[config.mk]
export PLATFORM = sky130hd
export DESIGN_NAME = scc_ctrl
export DESIGN_NICKNAME = d
export VERILOG_FILES = /design/src/hw/scc_pkg.sv /design/src/hw/scc_ctrl.sv
export SDC_FILE = /design/constraint.sdc
export NUM_CORES = 2
export LEC_CHECK = 0
export BUFFER_PORTS_ARGS = -buffer_cell sky130_fd_sc_hd__buf_2
export CORE_MARGIN = 2
export CORE_UTILIZATION = 60
export CTS_CLUSTER_SIZE = 20
export DETAILED_ROUTE_END_ITERATION = 12
export GPL_TIMING_DRIVEN = 0
export PLACE_DENSITY = 0.81
export SLEW_MARGIN = 20
export SYNTH_ARGS = -nofsm -noshare
export SYNTH_HDL_FRONTEND = slang
export SYNTH_SLANG_ARGS = --single-unit
[constraint.sdc]
create_clock -name clk_sys_i -period 10.68 [get_ports clk_sys_i]
set_clock_uncertainty 0.05 [all_clocks]
set_input_delay 2.136 -clock clk_sys_i [delete_from_list [all_inputs] [get_ports clk_sys_i]]
set_output_delay 2.136 -clock clk_sys_i [all_outputs]
set_load 0.02 [all_outputs]
[src/hw/scc_pkg.sv]
package scc_pkg;
  // Machine count: two screens (0,1) then two presses (2,3)
  localparam int NM       = 4;
  localparam int LW       = 12;  // Analog reading width
  localparam int TW       = 32;  // Time and runtime width
  localparam int CW       = 16;  // Event counter width
  localparam int OD       = 4;   // Overload timestamp slots per screen
  // Alarm vector layout, two bits per group, four for emergency stop
  localparam int A_OVL    = 0;   // Screen overload stop
  localparam int A_HLV    = 2;   // Upstream high level warning
  localparam int A_EST    = 4;   // Emergency stop, four machines
  localparam int A_WRN    = 8;   // Press current warning
  localparam int A_SHT    = 10;  // Press current shutdown
  localparam int A_LOW    = 12;  // Press low current, spiral breakage
  localparam int A_CRT    = 14;  // Press left out of automatic
  localparam int NA       = 16;
  // Reset values
  localparam logic [TW-1:0] RST_T = 32'h0000_0000;
  localparam logic [CW-1:0] RST_C = 16'h0000;

  // Screen sequence states
  typedef enum logic [2:0] {
    S_IDLE = 3'b001,
    S_ROT  = 3'b010,
    S_REV  = 3'b100
  } scc_scr_e;

  // Press sequence states
  typedef enum logic [1:0] {
    P_IDLE = 2'b01,
    P_RUN  = 2'b10
  } scc_prs_e;

  // Field pins, all asynchronous to the scan clock
  typedef struct packed {
    logic [NM-1:0] man;     // local_mode_selector at manual
    logic [NM-1:0] aut;     // local_mode_selector at automatic
    logic [NM-1:0] fwd;     // Momentary direction switch forward
    logic [NM-1:0] rev;     // Momentary direction switch reverse
    logic [NM-1:0] estop;   // Emergency stop latched in
    logic [1:0]    home;    // Screen home proximity switch
    logic          rst_btn; // Panel alarm reset push button
  } scc_pin_s;

  // Operator settings
  typedef struct packed {
    logic [LW-1:0] torque_thr; // Screen overload threshold
    logic [TW-1:0] rev_time;   // Overload reverse interval, cycles
    logic [TW-1:0] ovl_win;    // Overload window, cycles
    logic [2:0]    ovl_lim;    // Overload events that stop a screen
    logic [LW-1:0] cur_warn;   // motor_current_sensor warning level
    logic [LW-1:0] cur_shut;   // motor_current_sensor shutdown level
    logic [LW-1:0] cur_low;    // motor_current_sensor low level
    logic [LW-1:0] hi_warn;    // High level warning setpoint
    logic [LW-1:0] alt_high;   // Alternation suspend level
    logic [LW-1:0] cont_off;   // Continuous-run shut-off level
    logic [TW-1:0] alt_dly;    // Delay after a rotation, cycles
    logic [TW-1:0] crt_dly;    // Press out-of-auto delay, cycles
    logic [TW-1:0] cyc_time;   // Press treatment cycle, cycles
    logic [TW-1:0] wash_time;  // Wash valve time in a cycle, cycles
    logic          alt_en;     // Alternating start enable
  } scc_cfg_s;
endpackage

[src/hw/scc_ctrl.sv]
`timescale 1ns/1ps
// Operation
// - Manual forward held runs screen forward
// - Manual forward press runs, valves closed
// - Manual reverse held runs screen reverse
// - Manual reverse press runs, valves closed
// - Valve buttons toggle open and closed
// - Valve toggles accepted only in manual
// - Trigger starts one screen rotation
// - Trigger starts one press treatment cycle
// - Overload reverses screen for set interval
// - Too many overloads in window stop screen
// - Warning current in forward alarms, press keeps running
// - Shutdown current stops press with alarm
// - Low running current flags spiral breakage
// - Emergency stop halts machine in any mode
// - Reset button and clear command clear alarms; estop release clears only its own alarm
// - High level warns and rotates screen once
// - Alarms logged to history once cleared
// - Press out of auto with screen in auto alarms after delay
// - Count starts, runtime and press cycles
// - Alternating start swaps after rotation plus delay
// - High level suspends alternation until both low
// - Alternation off if not auto, fault, disabled
module scc_ctrl (
  // Clock and reset
  input  wire  logic                       clk_sys_i,
  input  wire  logic                       rst_n_i,
  // Field pins and settings
  input  wire  scc_pkg::scc_pin_s          pin_i,
  input  wire  scc_pkg::scc_cfg_s          cfg_i,
  // Digitised readings
  input  wire  logic [1:0][scc_pkg::LW-1:0] torque_i,
  input  wire  logic [1:0][scc_pkg::LW-1:0] cur_i,
  input  wire  logic [1:0][scc_pkg::LW-1:0] level_i,
  // Operator and automatic commands, one-cycle pulses
  input  wire  logic [1:0]                 start_req_i,
  input  wire  logic [1:0]                 scr_trig_i,
  input  wire  logic [1:0]                 prs_trig_i,
  input  wire  logic [1:0]                 wash_tgl_i,
  input  wire  logic [1:0]                 flush_tgl_i,
  input  wire  logic                       alarm_clr_i,
  // Motor and valve drives
  output logic [1:0]                       scr_fwd_o,
  output logic [1:0]                       scr_rev_o,
  output logic [1:0]                       prs_fwd_o,
  output logic [1:0]                       prs_rev_o,
  output logic [1:0]                       wash_vlv_o,
  output logic [1:0]                       flush_vlv_o,
  // Alarms and history
  output logic [scc_pkg::NA-1:0]           alarm_o,
  output logic                             hist_we_o,
  output logic [scc_pkg::NA-1:0]           hist_mask_o,
  output logic [scc_pkg::TW-1:0]           hist_time_o,
  // Statistics and alternation
  output logic [scc_pkg::NM-1:0][scc_pkg::CW-1:0] starts_o,
  output logic [scc_pkg::NM-1:0][scc_pkg::TW-1:0] runtime_o,
  output logic [1:0][scc_pkg::CW-1:0]      cycles_o,
  output logic                             alt_turn_o
);
  import scc_pkg::*;

  // Count of live overload slots
  function automatic logic [2:0] popcnt(input logic [OD-1:0] v);
    logic [2:0] n;
    n = 3'h0;
    for (int i = 0; i < OD; i++) begin
      n = n + {2'h0, v[i]};
    end
    return n;
  endfunction

  ////////////////////////////////////////////////////////////////////
  // Declarations
  scc_pin_s            ps1, ps2, ps3;     // Synchroniser and edge stage
  logic [TW-1:0]       now_reg;           // Free-running timestamp
  logic [NM-1:0]       off, man, aut, est;
  logic [1:0]          home_rise, stop_s, stop_p, ovl_ev, trip;
  logic [1:0]          ovl_d_reg, hlv_d_reg, hlv_rise, go, allowed;
  logic [1:0]          rot_done, pdone, vt_reg, ft_reg, crt_set;
  logic                btn_rise, susp;
  logic [NM-1:0]       est_rel;
  scc_scr_e [1:0]      st_reg;            // Screen sequence
  scc_prs_e [1:0]      pst_reg;           // Press sequence
  logic [1:0][TW-1:0]  tmr_reg, ptmr_reg, ctmr_reg;
  logic [1:0][OD-1:0]  tv_reg, keep;      // Overload slot valid
  logic [1:0][OD-1:0][TW-1:0] ts_reg;     // Overload timestamps
  logic [NM-1:0]       mf_next, mr_next, mf_reg, mr_reg, on_d_reg;
  logic [1:0]          wn_next, fn_next, wv_reg, fv_reg;
  logic [NA-1:0]       alarm_reg, alarm_next, a_set, a_clr;
  logic                turn_reg, apend_reg, hilat_reg;
  logic [TW-1:0]       adly_reg;
  logic                hwe_reg;
  logic [NA-1:0]       hmask_reg;
  logic [TW-1:0]       htime_reg;
  logic [NM-1:0][CW-1:0] starts_reg;
  logic [NM-1:0][TW-1:0] rt_reg;
  logic [1:0][CW-1:0]  cyc_reg;

  ////////////////////////////////////////////////////////////////////
  // Pin synchroniser; the third stage only feeds edge detection
  always_ff @(posedge clk_sys_i) begin
    if (!rst_n_i) begin
      ps1 <= '0;
      ps2 <= '0;
      ps3 <= '0;
    end else begin
      ps1 <= pin_i;
      ps2 <= ps1;
      ps3 <= ps2;
    end
  end

  // Timestamp for overload window and history
  always_ff @(posedge clk_sys_i) begin
    if (!rst_n_i) now_reg <= RST_T;
    else          now_reg <= now_reg + 32'h1;
  end

  ////////////////////////////////////////////////////////////////////
  // Decoded selectors; both contacts made decodes as neither manual, automatic nor off
  always_comb begin
    man       = ps2.man & ~ps2.aut;
    aut       = ps2.aut & ~ps2.man;
    off       = ~ps2.man & ~ps2.aut;
    est       = ps2.estop;
    est_rel   = ~ps2.estop & ps3.estop;
    btn_rise  = ps2.rst_btn & ~ps3.rst_btn;
    home_rise = ps2.home & ~ps3.home;
    stop_s    = est[1:0] | alarm_reg[A_OVL+:2];
    stop_p    = est[3:2] | alarm_reg[A_SHT+:2];
    susp = ~cfg_i.alt_en | hilat_reg | ~(aut[0] & aut[1])
         | (|stop_s);
    allowed[0] = susp | (~apend_reg & ~turn_reg);
    allowed[1] = susp | (~apend_reg & turn_reg);
    for (int s = 0; s < 2; s++) begin
      ovl_ev[s]   = (torque_i[s] >= cfg_i.torque_thr) & ~ovl_d_reg[s];
      hlv_rise[s] = (level_i[s] >= cfg_i.hi_warn) & ~hlv_d_reg[s];
      // Trigger ignores the level and the alternation gate
      go[s] = scr_trig_i[s] | hlv_rise[s]
            | (start_req_i[s] & allowed[s]);
      rot_done[s] = (st_reg[s] == S_ROT) & home_rise[s] & ~ovl_ev[s];
      pdone[s] = (pst_reg[s] == P_RUN) & aut[2+s] & ~stop_p[s]
               & ((ptmr_reg[s] + 32'h1) >= cfg_i.cyc_time);
      for (int k = 0; k < OD; k++) begin
        // Slots older than the window drop out
        keep[s][k] = tv_reg[s][k]
                   & ((now_reg - ts_reg[s][k]) < cfg_i.ovl_win);
      end
      trip[s] = popcnt(tv_reg[s]) >= cfg_i.ovl_lim;
    end
  end

  // Edge memories for torque and high level
  always_ff @(posedge clk_sys_i) begin
    if (!rst_n_i) begin
      ovl_d_reg <= 2'h0;
      hlv_d_reg <= 2'h0;
    end else begin
      for (int s = 0; s < 2; s++) begin
        ovl_d_reg[s] <= torque_i[s] >= cfg_i.torque_thr;
        hlv_d_reg[s] <= level_i[s] >= cfg_i.hi_warn;
      end
    end
  end

  ////////////////////////////////////////////////////////////////////
  // Screen sequence: one rotation to home, timed overload reverse
  always_ff @(posedge clk_sys_i) begin
    if (!rst_n_i) begin
      // Element by element, so each enum gets an enum value
      for (int s = 0; s < 2; s++) begin
        st_reg[s] <= S_IDLE;
      end
      tmr_reg <= '0;
    end else begin
      for (int s = 0; s < 2; s++) begin
        if (off[s] | stop_s[s]) begin
          st_reg[s] <= S_IDLE;
        end else begin
          unique case (st_reg[s])
            S_IDLE: begin
              if (ovl_ev[s] & mf_reg[s]) begin
                st_reg[s]  <= S_REV;
                tmr_reg[s] <= RST_T;
              end else if (aut[s] & go[s]) begin
                st_reg[s]  <= S_ROT;
              end
            end
            S_ROT: begin
              if (ovl_ev[s]) begin
                st_reg[s]  <= S_REV;
                tmr_reg[s] <= RST_T;
              end else if (home_rise[s] | ~aut[s]) begin
                st_reg[s]  <= S_IDLE;
              end
            end
            S_REV: begin
              tmr_reg[s] <= tmr_reg[s] + 32'h1;
              if ((tmr_reg[s] + 32'h1) >= cfg_i.rev_time) begin
                st_reg[s] <= aut[s] ? S_ROT : S_IDLE;
              end
            end
          endcase
        end
      end
    end
  end

  // Overload timestamps; a trip empties the window
  always_ff @(posedge clk_sys_i) begin
    if (!rst_n_i) begin
      tv_reg <= '0;
      ts_reg <= '0;
    end else begin
      for (int s = 0; s < 2; s++) begin
        if (trip[s]) begin
          tv_reg[s] <= '0;
        end else if (ovl_ev[s]) begin
          tv_reg[s] <= {keep[s][OD-2:0], 1'b1};
          ts_reg[s] <= {ts_reg[s][OD-2:0], now_reg};
        end else begin
          tv_reg[s] <= keep[s];
        end
      end
    end
  end

  ////////////////////////////////////////////////////////////////////
  // Press treatment cycle, launched from automatic only
  always_ff @(posedge clk_sys_i) begin
    if (!rst_n_i) begin
      for (int k = 0; k < 2; k++) begin
        pst_reg[k] <= P_IDLE;
      end
      ptmr_reg <= '0;
    end else begin
      for (int k = 0; k < 2; k++) begin
        if (~aut[2+k] | stop_p[k]) begin
          pst_reg[k] <= P_IDLE;
        end else begin
          unique case (pst_reg[k])
            P_IDLE: begin
              if (prs_trig_i[k]) begin
                pst_reg[k]  <= P_RUN;
                ptmr_reg[k] <= RST_T;
              end
            end
            P_RUN: begin
              ptmr_reg[k] <= ptmr_reg[k] + 32'h1;
              if (pdone[k]) pst_reg[k] <= P_IDLE;
            end
          endcase
        end
      end
    end
  end

  // Manual valve toggles; forgotten once the press leaves manual
  always_ff @(posedge clk_sys_i) begin
    if (!rst_n_i) begin
      vt_reg <= 2'h0;
      ft_reg <= 2'h0;
    end else begin
      for (int k = 0; k < 2; k++) begin
        if (!man[2+k]) begin
          vt_reg[k] <= 1'b0;
          ft_reg[k] <= 1'b0;
        end else begin
          if (wash_tgl_i[k])  vt_reg[k] <= ~vt_reg[k];
          if (flush_tgl_i[k]) ft_reg[k] <= ~ft_reg[k];
        end
      end
    end
  end

  ////////////////////////////////////////////////////////////////////
  // Drive decisions; forward wins if both contacts read made
  always_comb begin
    for (int s = 0; s < 2; s++) begin
      mf_next[s] = ~off[s] & ~stop_s[s] & ((st_reg[s] == S_ROT)
        | (man[s] & ps2.fwd[s] & (st_reg[s] != S_REV)));
      mr_next[s] = ~off[s] & ~stop_s[s] & ((st_reg[s] == S_REV)
        | (man[s] & ps2.rev[s] & ~ps2.fwd[s]));
      mf_next[2+s] = ~off[2+s] & ~stop_p[s]
        & ((pst_reg[s] == P_RUN) | (man[2+s] & ps2.fwd[2+s]));
      mr_next[2+s] = ~off[2+s] & ~stop_p[s] & man[2+s]
        & ps2.rev[2+s] & ~ps2.fwd[2+s];
      // Valves stay shut while the screw is jogged by hand
      wn_next[s] = ~off[2+s] & ~est[2+s]
        & ((man[2+s] & vt_reg[s] & ~ps2.fwd[2+s] & ~ps2.rev[2+s])
         | ((pst_reg[s] == P_RUN) & aut[2+s]
            & (ptmr_reg[s] < cfg_i.wash_time)));
      fn_next[s] = ~off[2+s] & ~est[2+s] & man[2+s] & ft_reg[s]
        & ~ps2.fwd[2+s] & ~ps2.rev[2+s];
    end
  end

  // Output drive registers
  always_ff @(posedge clk_sys_i) begin
    if (!rst_n_i) begin
      mf_reg <= '0;
      mr_reg <= '0;
      wv_reg <= 2'h0;
      fv_reg <= 2'h0;
    end else begin
      mf_reg <= mf_next;
      mr_reg <= mr_next;
      wv_reg <= wn_next;
      fv_reg <= fn_next;
    end
  end

  ////////////////////////////////////////////////////////////////////
  // Out-of-auto timer for each press
  always_ff @(posedge clk_sys_i) begin
    if (!rst_n_i) begin
      ctmr_reg <= '0;
    end else begin
      for (int k = 0; k < 2; k++) begin
        if (!(aut[k] & ~aut[2+k])) ctmr_reg[k] <= RST_T;
        else if (!crt_set[k])      ctmr_reg[k] <= ctmr_reg[k] + 32'h1;
      end
    end
  end

  // Alarm sets and clears; a set in the clearing cycle survives
  always_comb begin
    for (int k = 0; k < 2; k++) begin
      crt_set[k] = aut[k] & ~aut[2+k]
                 & (ctmr_reg[k] >= cfg_i.crt_dly);
    end
    a_set = '0;
    a_set[A_OVL+:2] = trip;
    for (int s = 0; s < 2; s++) begin
      a_set[A_HLV+s] = level_i[s] >= cfg_i.hi_warn;
      a_set[A_WRN+s] = mf_reg[2+s] & (cur_i[s] >= cfg_i.cur_warn);
      a_set[A_SHT+s] = (mf_reg[2+s] | mr_reg[2+s])
                     & (cur_i[s] >= cfg_i.cur_shut);
      a_set[A_LOW+s] = (mf_reg[2+s] | mr_reg[2+s])
                     & (cur_i[s] < cfg_i.cur_low);
    end
    a_set[A_EST+:NM] = est;
    a_set[A_CRT+:2]  = crt_set;
    a_clr = {NA{btn_rise | alarm_clr_i}};
    a_clr[A_EST+:NM] = a_clr[A_EST+:NM] | est_rel;
    alarm_next = (alarm_reg & ~a_clr) | a_set;
  end

  // Active list and history hand-off of cleared alarms
  always_ff @(posedge clk_sys_i) begin
    if (!rst_n_i) begin
      alarm_reg <= '0;
      hwe_reg   <= 1'b0;
      hmask_reg <= '0;
      htime_reg <= RST_T;
    end else begin
      alarm_reg <= alarm_next;
      hwe_reg   <= |(alarm_reg & ~alarm_next);
      hmask_reg <= alarm_reg & ~alarm_next;
      htime_reg <= now_reg;
    end
  end

  ////////////////////////////////////////////////////////////////////
  // Alternating start: turn passes after rotation plus delay
  always_ff @(posedge clk_sys_i) begin
    if (!rst_n_i) begin
      turn_reg  <= 1'b0;
      apend_reg <= 1'b0;
      adly_reg  <= RST_T;
      hilat_reg <= 1'b0;
    end else begin
      if ((level_i[0] > cfg_i.alt_high) | (level_i[1] > cfg_i.alt_high))
        hilat_reg <= 1'b1;
      else if ((level_i[0] < cfg_i.cont_off) &
               (level_i[1] < cfg_i.cont_off))
        hilat_reg <= 1'b0;
      if (susp) begin
        apend_reg <= 1'b0;
      end else if (apend_reg) begin
        adly_reg <= adly_reg + 32'h1;
        if ((adly_reg + 32'h1) >= cfg_i.alt_dly) begin
          turn_reg  <= ~turn_reg;
          apend_reg <= 1'b0;
        end
      end else if (rot_done[turn_reg]) begin
        apend_reg <= 1'b1;
        adly_reg  <= RST_T;
      end
    end
  end

  // Starts, runtime and completed cycles
  always_ff @(posedge clk_sys_i) begin
    if (!rst_n_i) begin
      on_d_reg   <= '0;
      starts_reg <= '0;
      rt_reg     <= '0;
      cyc_reg    <= '0;
    end else begin
      on_d_reg <= mf_reg | mr_reg;
      for (int m = 0; m < NM; m++) begin
        if ((mf_reg[m] | mr_reg[m]) & ~on_d_reg[m])
          starts_reg[m] <= starts_reg[m] + 16'h1;
        if (mf_reg[m] | mr_reg[m])
          rt_reg[m] <= rt_reg[m] + 32'h1;
      end
      for (int k = 0; k < 2; k++) begin
        if (pdone[k]) cyc_reg[k] <= cyc_reg[k] + 16'h1;
      end
    end
  end

  // Port drive from registers
  assign scr_fwd_o   = mf_reg[1:0];
  assign scr_rev_o   = mr_reg[1:0];
  assign prs_fwd_o   = mf_reg[3:2];
  assign prs_rev_o   = mr_reg[3:2];
  assign wash_vlv_o  = wv_reg;
  assign flush_vlv_o = fv_reg;
  assign alarm_o     = alarm_reg;
  assign hist_we_o   = hwe_reg;
  assign hist_mask_o = hmask_reg;
  assign hist_time_o = htime_reg;
  assign starts_o    = starts_reg;
  assign runtime_o   = rt_reg;
  assign cycles_o    = cyc_reg;
  assign alt_turn_o  = turn_reg;
endmodule

---- Word-level counts from Yosys, hierarchy flattened ----
Index checks and enable logic that the tools add are counted.
word-level totals
  bits in registers ....................... 899
  latch bits .............................. 0
  bits in writable memories ............... 0
  bits in read-only memories .............. 0
  input port bits ......................... 388
  output and inout port bits .............. 302
  word-level logic and storage cells ...... 414
  memories ................................ 0
cells by class
  add/subtract/negate cells ............... 32
  multipliers ............................. 0
  divide/modulo/power cells ............... 0
  magnitude comparators ................... 34
  eq/ne operators ......................... 26
  shifts and indexed selects .............. 0
  mux-type cells .......................... 41
  bitwise logic cells ..................... 187
  reduce and logical (&&, ||, !) cells .... 27
operators by type and width
  cell                     count
  $add A32 B1 Y32 const B  12
  $lt A32 B32 Y1           10
  $mux W32                 8
  $sub A32 B32 Y32         8
  $ge A32 B32 Y1           7
  $pmux W32 S3             2
  $pmux W32 S2             2
  $add A16 B1 Y16 const B  6
  $ge A12 B12 Y1           8
  $and A1 B1 Y1            93
  $lt A12 B12 Y1           4
  $not A1 Y1               47
  $and A16 B16 Y16         2
  $not A16 Y16             2
  $mux W3                  10
  $or A1 B1 Y1             29
  $gt A12 B12 Y1           2
  $reduce_and A2 Y1        11
  $ne A2 B2 Y1 const B     10
  $ne A3 B3 Y1 const B     6
  $pmux W3 S3              2
  $and A4 B4 Y4            4
  $or A16 B16 Y16          1
  $reduce_or A16 Y1        1
  22 further kinds         60

---- Depth between registers and ports, before layout ----
  depth after elaboration ................. 13
  mapped depth ............................ 28
  depth with buffers taken out ............ 28

---- Worst setup path after synthesis ----
No wires, ideal clock.
  path kind ............................... reg2reg
  start ................................... register now_reg[1]
  end ..................................... register tv_reg[7] (netlist bit)
  setup time .............................. 70 ps
  data arrival time ....................... 5026 ps
  required time ........................... 10560 ps
  path slack .............................. 5533 ps
  stages on the path, launching flop included .. 24
  buffers on the path ..................... 0
  clock period less this slack ............ 5147 ps
  cell sequence ........................... dfxtp_1 -> ha_1 -> a21o_1 -> a21o_1 -> nor2b_1 -> o311a_1 -> o211ai_2 -> a21oi_1 -> a2111o_1 -> a21oi_1 -> o21bai_1 -> a21oi_1 -> xnor2_1 -> ha_1 -> a21o_1 -> a21oi_1 -> nor2b_1 -> o21ai_0 -> nand2b_1 -> a211o_1 -> o221ai_1 -> o2111ai_1 -> or2_2 -> a21oi_1
between the ends
  longest elaborated chain between the ends .. 4
  elaborated cells on any way between the ends .. 7
  classes of those cells .................. add/sub (2); order compare (2); mux (1); bitwise (2)
RTL lines
  item                            line             RTL
  start: declaration              scc_ctrl.sv:76   logic [TW-1:0] now_reg;
  start signal: assignment        scc_ctrl.sv:117  else now_reg <= now_reg + 32'h1;
  $sub A32 B32 Y32                scc_ctrl.sv:148  & ((now_reg - ts_reg[s][k]) < cfg_i.ovl_win);
  $lt A32 B32 Y1                  scc_ctrl.sv:148
  $and A1 B1 Y1                   scc_ctrl.sv:148
  $mux W4 *                       scc_ctrl.sv:219  end else if (ovl_ev[s]) begin
  end signal: indexed assignment  scc_ctrl.sv:220  tv_reg[s] <= {keep[s][OD-2:0], 1'b1};
  end signal: indexed assignment  scc_ctrl.sv:223  tv_reg[s] <= keep[s];
  end: declaration                scc_ctrl.sv:86   logic [1:0][OD-1:0] tv_reg, keep;
Every way passes the cells marked *; elsewhere a longest branch is shown, timed or not.
A chain may end at the register's enable or synchronous reset.

---- Worst setup path in the final report ----
  start ................................... register ptmr_reg[0] (netlist bit)
  end ..................................... register cyc_reg, in the netlist cycles_o[9]
between the ends
  longest elaborated chain between the ends .. 3
RTL lines
  item                              line             RTL
  start: declaration                scc_ctrl.sv:85   logic [1:0][TW-1:0] tmr_reg, ptmr_reg, ctmr_reg;
  start signal: indexed assignment  scc_ctrl.sv:250  ptmr_reg[k] <= ptmr_reg[k] + 32'h1;
  $add A32 B1 Y32                   scc_ctrl.sv:144  & ((ptmr_reg[s] + 32'h1) >= cfg_i.cyc_time);
  $ge A32 B32 Y1                    scc_ctrl.sv:144
  $and A1 B1 Y1                     scc_ctrl.sv:144
  end signal: indexed assignment    scc_ctrl.sv:410  if (pdone[k]) cyc_reg[k] <= cyc_reg[k] + 16'h1;
  end: declaration                  scc_ctrl.sv:98   logic [1:0][CW-1:0] cyc_reg;
No other way between the ends.

==> results.py <==
metrics = {
    "synthesis": {
        "synth-main-ff-cell": "dfxtp_1",
        "synthesis.nets": 9508,
        "synth_top_area_share_pct": 28.0,
        "synth-seq-cells": 899,
        "synth_most_common_cell": "ha_1",
        "synth_cell_types": 84,
        "syn-instance-count": 8136,
        "synth_edf_count": 0,
        "async_flop_share_pct": 0,
        "netlist_area_mm2": 0.0643,
        "post_synth.cell_area_avg_um2": 7.90,
        "ys_warn_count": 0,
        "yosys.area.top_type": "dfxtp_1",
        "synth.top_cells.by_area": "dfxtp_1 28%, ha_1 19%, a21oi_1 6.1%",
        "yosysSeqAreaShare_pct": 28.0,
        "synth_commonest_cells": "974 x ha_1, 952 x nand2_1, 899 x dfxtp_1, 780 x a21oi_1, 713 x nor2_1",
    },
    "sta": {
        "max_freq_mhz": 154,
        "fin_crit_sh_pct": 60.7,
        "worst_pin_slew_ns": 1.26,
        "slew_violations": 0,
        "hold_ws_ns": 0.365,
        "rsz0062_at_grt": "false",
        "slew_headroom_pct": 16.0,
        "setup_violations": 0,
        "finalHoldViolCount": 0,
        "fin_tns_setup_ns": 0,
        "finalCriticalPeriod_ns": 6.49,
    },
    "route": {
        "wirelength_mm": 211,
        "wl_met1_mm": 83.2,
        "topRoutingLayerUsed": "met5",
        "wl_met3_mm": 19.1,
        "drt-wirelength-per-cell_um": 20.2,
        "drc": 0,
        "drt_iter0_drc": 4857,
        "dr.pass1.iters": 6,
        "num_vias": 62300,
        "ant_nets": 0,
        "via_per_inst": 5.97,
        "met2_length_mm": 94.2,
    },
    "clocking": {
        "numClockSinks": 899,
        "ctsHoldBuffers": 0,
        "cts_resized": 0,
        "clk_pin_slew_ns": 0.06,
        "cts_tree": "built",
        "post_cts_buffers": 0,
        "clk_latency_ns": 0.74,
        "htreeDepth": 3,
        "root_buffer": "clkbuf_16",
        "cts_buffers": 99,
        "clockBufferDepth": 3,
    },
    "hold_path": {
        "hold_path.class": "reg -> reg",
        "hold_start": "ps1[2]",
    },
    "setup_path": {
        "critPathLaunch": "ptmr_reg[0]",
        "r2r_start": "ptmr_reg[0]",
        "crit_path_start_kind": "flop",
        "critPathMaxFanout": 10,
        "criticalPathCategory": "reg -> reg",
        "cp-end-kind": "flop",
        "critPathArrivalTime_ns": 7.03,
        "crit_required_ns": 11.23,
    },
    "die": {
        "core_mm2": 0.107,
        "ios": 690,
        "die_w_um": 331,
        "start_util_pct": 60.3,
        "rows": 120,
        "die_height_um": 331,
        "die-area_mm2": 0.110,
    },
    "place": {
        "io_buffers": 689,
        "place_congestion": 1.01,
        "place_hpwl_mm": 168,
    },
    "power": {
        "worst_ir_drop_vdd_uv": 140,
        "powerDensity_mw_per_mm2": 118,
        "p_leak_uw": 0.0342,
    },
    "global_route": {
        "gr-total-overflow": 0,
        "antenna_found_initial": 31,
        "grt_first_pass_wirelength_mm": 326,
        "grt_usage_pct": 37.1,
        "grt_pass1_vias": 59500,
        "grt_max_degree": 22,
    },
    "layout": {
        "largest_register_ff_count": 256,
        "nets": 10300,
        "area_growth_pct": 13.9,
        "fill_cells": 8922,
        "drive_above_1_share_pct": 10.3,
    },
    "outcome": {
        "outcome": "complete, no violations",
    },
    "job": {
        "cap_violations": 0,
    },
}
## layout by cell type, fill, tap and decap left out, types with 19 or more instances in the layout
master / Yosys / final
nand3_1: 224 / 224
nand2_1: 952 / 952
a31oi_1: 33 / 33
xor2_1: 293 / 293
inv_1: 627 / 627
clkbuf_1: 227 / 233
o21a_1: 70 / 70
a211oi_1: 30 / 29
nor3_1: 111 / 111
xnor2_1: 331 / 331
nor2_1: 713 / 711
o21ai_1: 23 / 23
nor4_1: 26 / 25
a22oi_1: 43 / 43
clkinv_2: 0 / 20
nand2b_1: 150 / 150
and2_1: 119 / 119
ha_1: 974 / 974
clkbuf_16: 0 / 99
or2_2: 25 / 25
and3_1: 134 / 134
o211ai_1: 19 / 19
o21bai_1: 31 / 31
o21ai_0: 324 / 324
nor2b_1: 123 / 123
a21o_1: 284 / 284
or3_1: 72 / 72
dfxtp_1: 899 / 898
diode_2: 0 / 24
buf_2: 8 / 698
a22o_1: 24 / 24
o31ai_1: 23 / 23
nand3b_1: 19 / 19
a21oi_1: 780 / 780
nand4_1: 177 / 177
## critical path, stage by stage, from the launching register on
cell      delay [ns]
dfxtp_1         0.46
nand3_1         0.11
nor2_1          0.18
and3_1          0.18
clkbuf_1        0.30
nand3_1         0.30
nor2b_1         0.36
and3_1          0.30
nand3_1         0.31
nor3_1          0.47
xor2_1          0.15
ha_1            0.33
nand4_1         0.12
nor2_1          0.18
nand2_1         0.11
or4_1           0.55
o21bai_1        0.76
nand2_1         0.21
clkbuf_1        0.29
nor4_1          0.39
xnor2_1         0.19
nor2_1          0.06
## cells by family after synthesis
kind of cell               synth area share, %
xor gates and xnor gates                  8.50
and+or+nand+nor                           21.3
AOI/OAI and AO/OA                         17.7
muxes                                    0.171
adders and majority gates                 19.3
buffers and inverters                     5.07
DFF                                       28.0
## stage by stage
step | util [%] | cell area (µm²) | instances | power, µW | setup WS (ns)
6_report | 68.7 | 73200 | 10400 | 8670 | 4.19
5_1_grt | 68.7 | 73200 | 10400 | 8990 | 3.79
4_1_cts | 68.6 | 73100 | 10400 | 8660 | 4.34
3_3_place_gp | 65.2 | 69500 | 10200 | 4830 | 4.10
3_5_place_dp | 65.2 | 69500 | 10200 | 4890 | 4.03
2_1_floorplan | - | 64300 | 8136 | 4410 | 5.53
## per-layer routing
metal	up-vias	global-route usage, %
li1	29900	-
met1	29100	44.4
met2	2612	60.2
met3	703	8.46
met4	16	23.5
met5	-	0
## where the power goes
part | leakage (µW) | switching, µW | total, µW | internal (µW)
Clock | 0.00174 | 1580 | 3820 | 2240
Sequential | 0.00725 | 23.4 | 3400 | 3370
Combinational | 0.0252 | 888 | 1460 | 568
Total | 0.0342 | 2500 | 8670 | 6180
## worst paths after layout
kind	endpoint	slack, ns	cells past startpoint
max	cycles_o[9]	4.19	21
min	ps2[2]	0.37	1
max reg2reg	cycles_o[9]	4.19	21
min reg2reg	ps2[2]	0.37	1
## final cells by class
type,count,area [µm²],area share (%)
Inverter,627,2350,3.21
Clock inverter,63,930,1.27
Antenna cell,24,60.1,0.0820
Sequential cell,899,18000,24.6
Clock buffer,121,2670,3.65
Timing Repair Buffer,692,3470,4.74
Buffer,238,910,1.24
Tap cell,1403,1760,2.40
Multi-Input combinational cell,6372,43100,58.8
(Power assumes the default switching activity.)
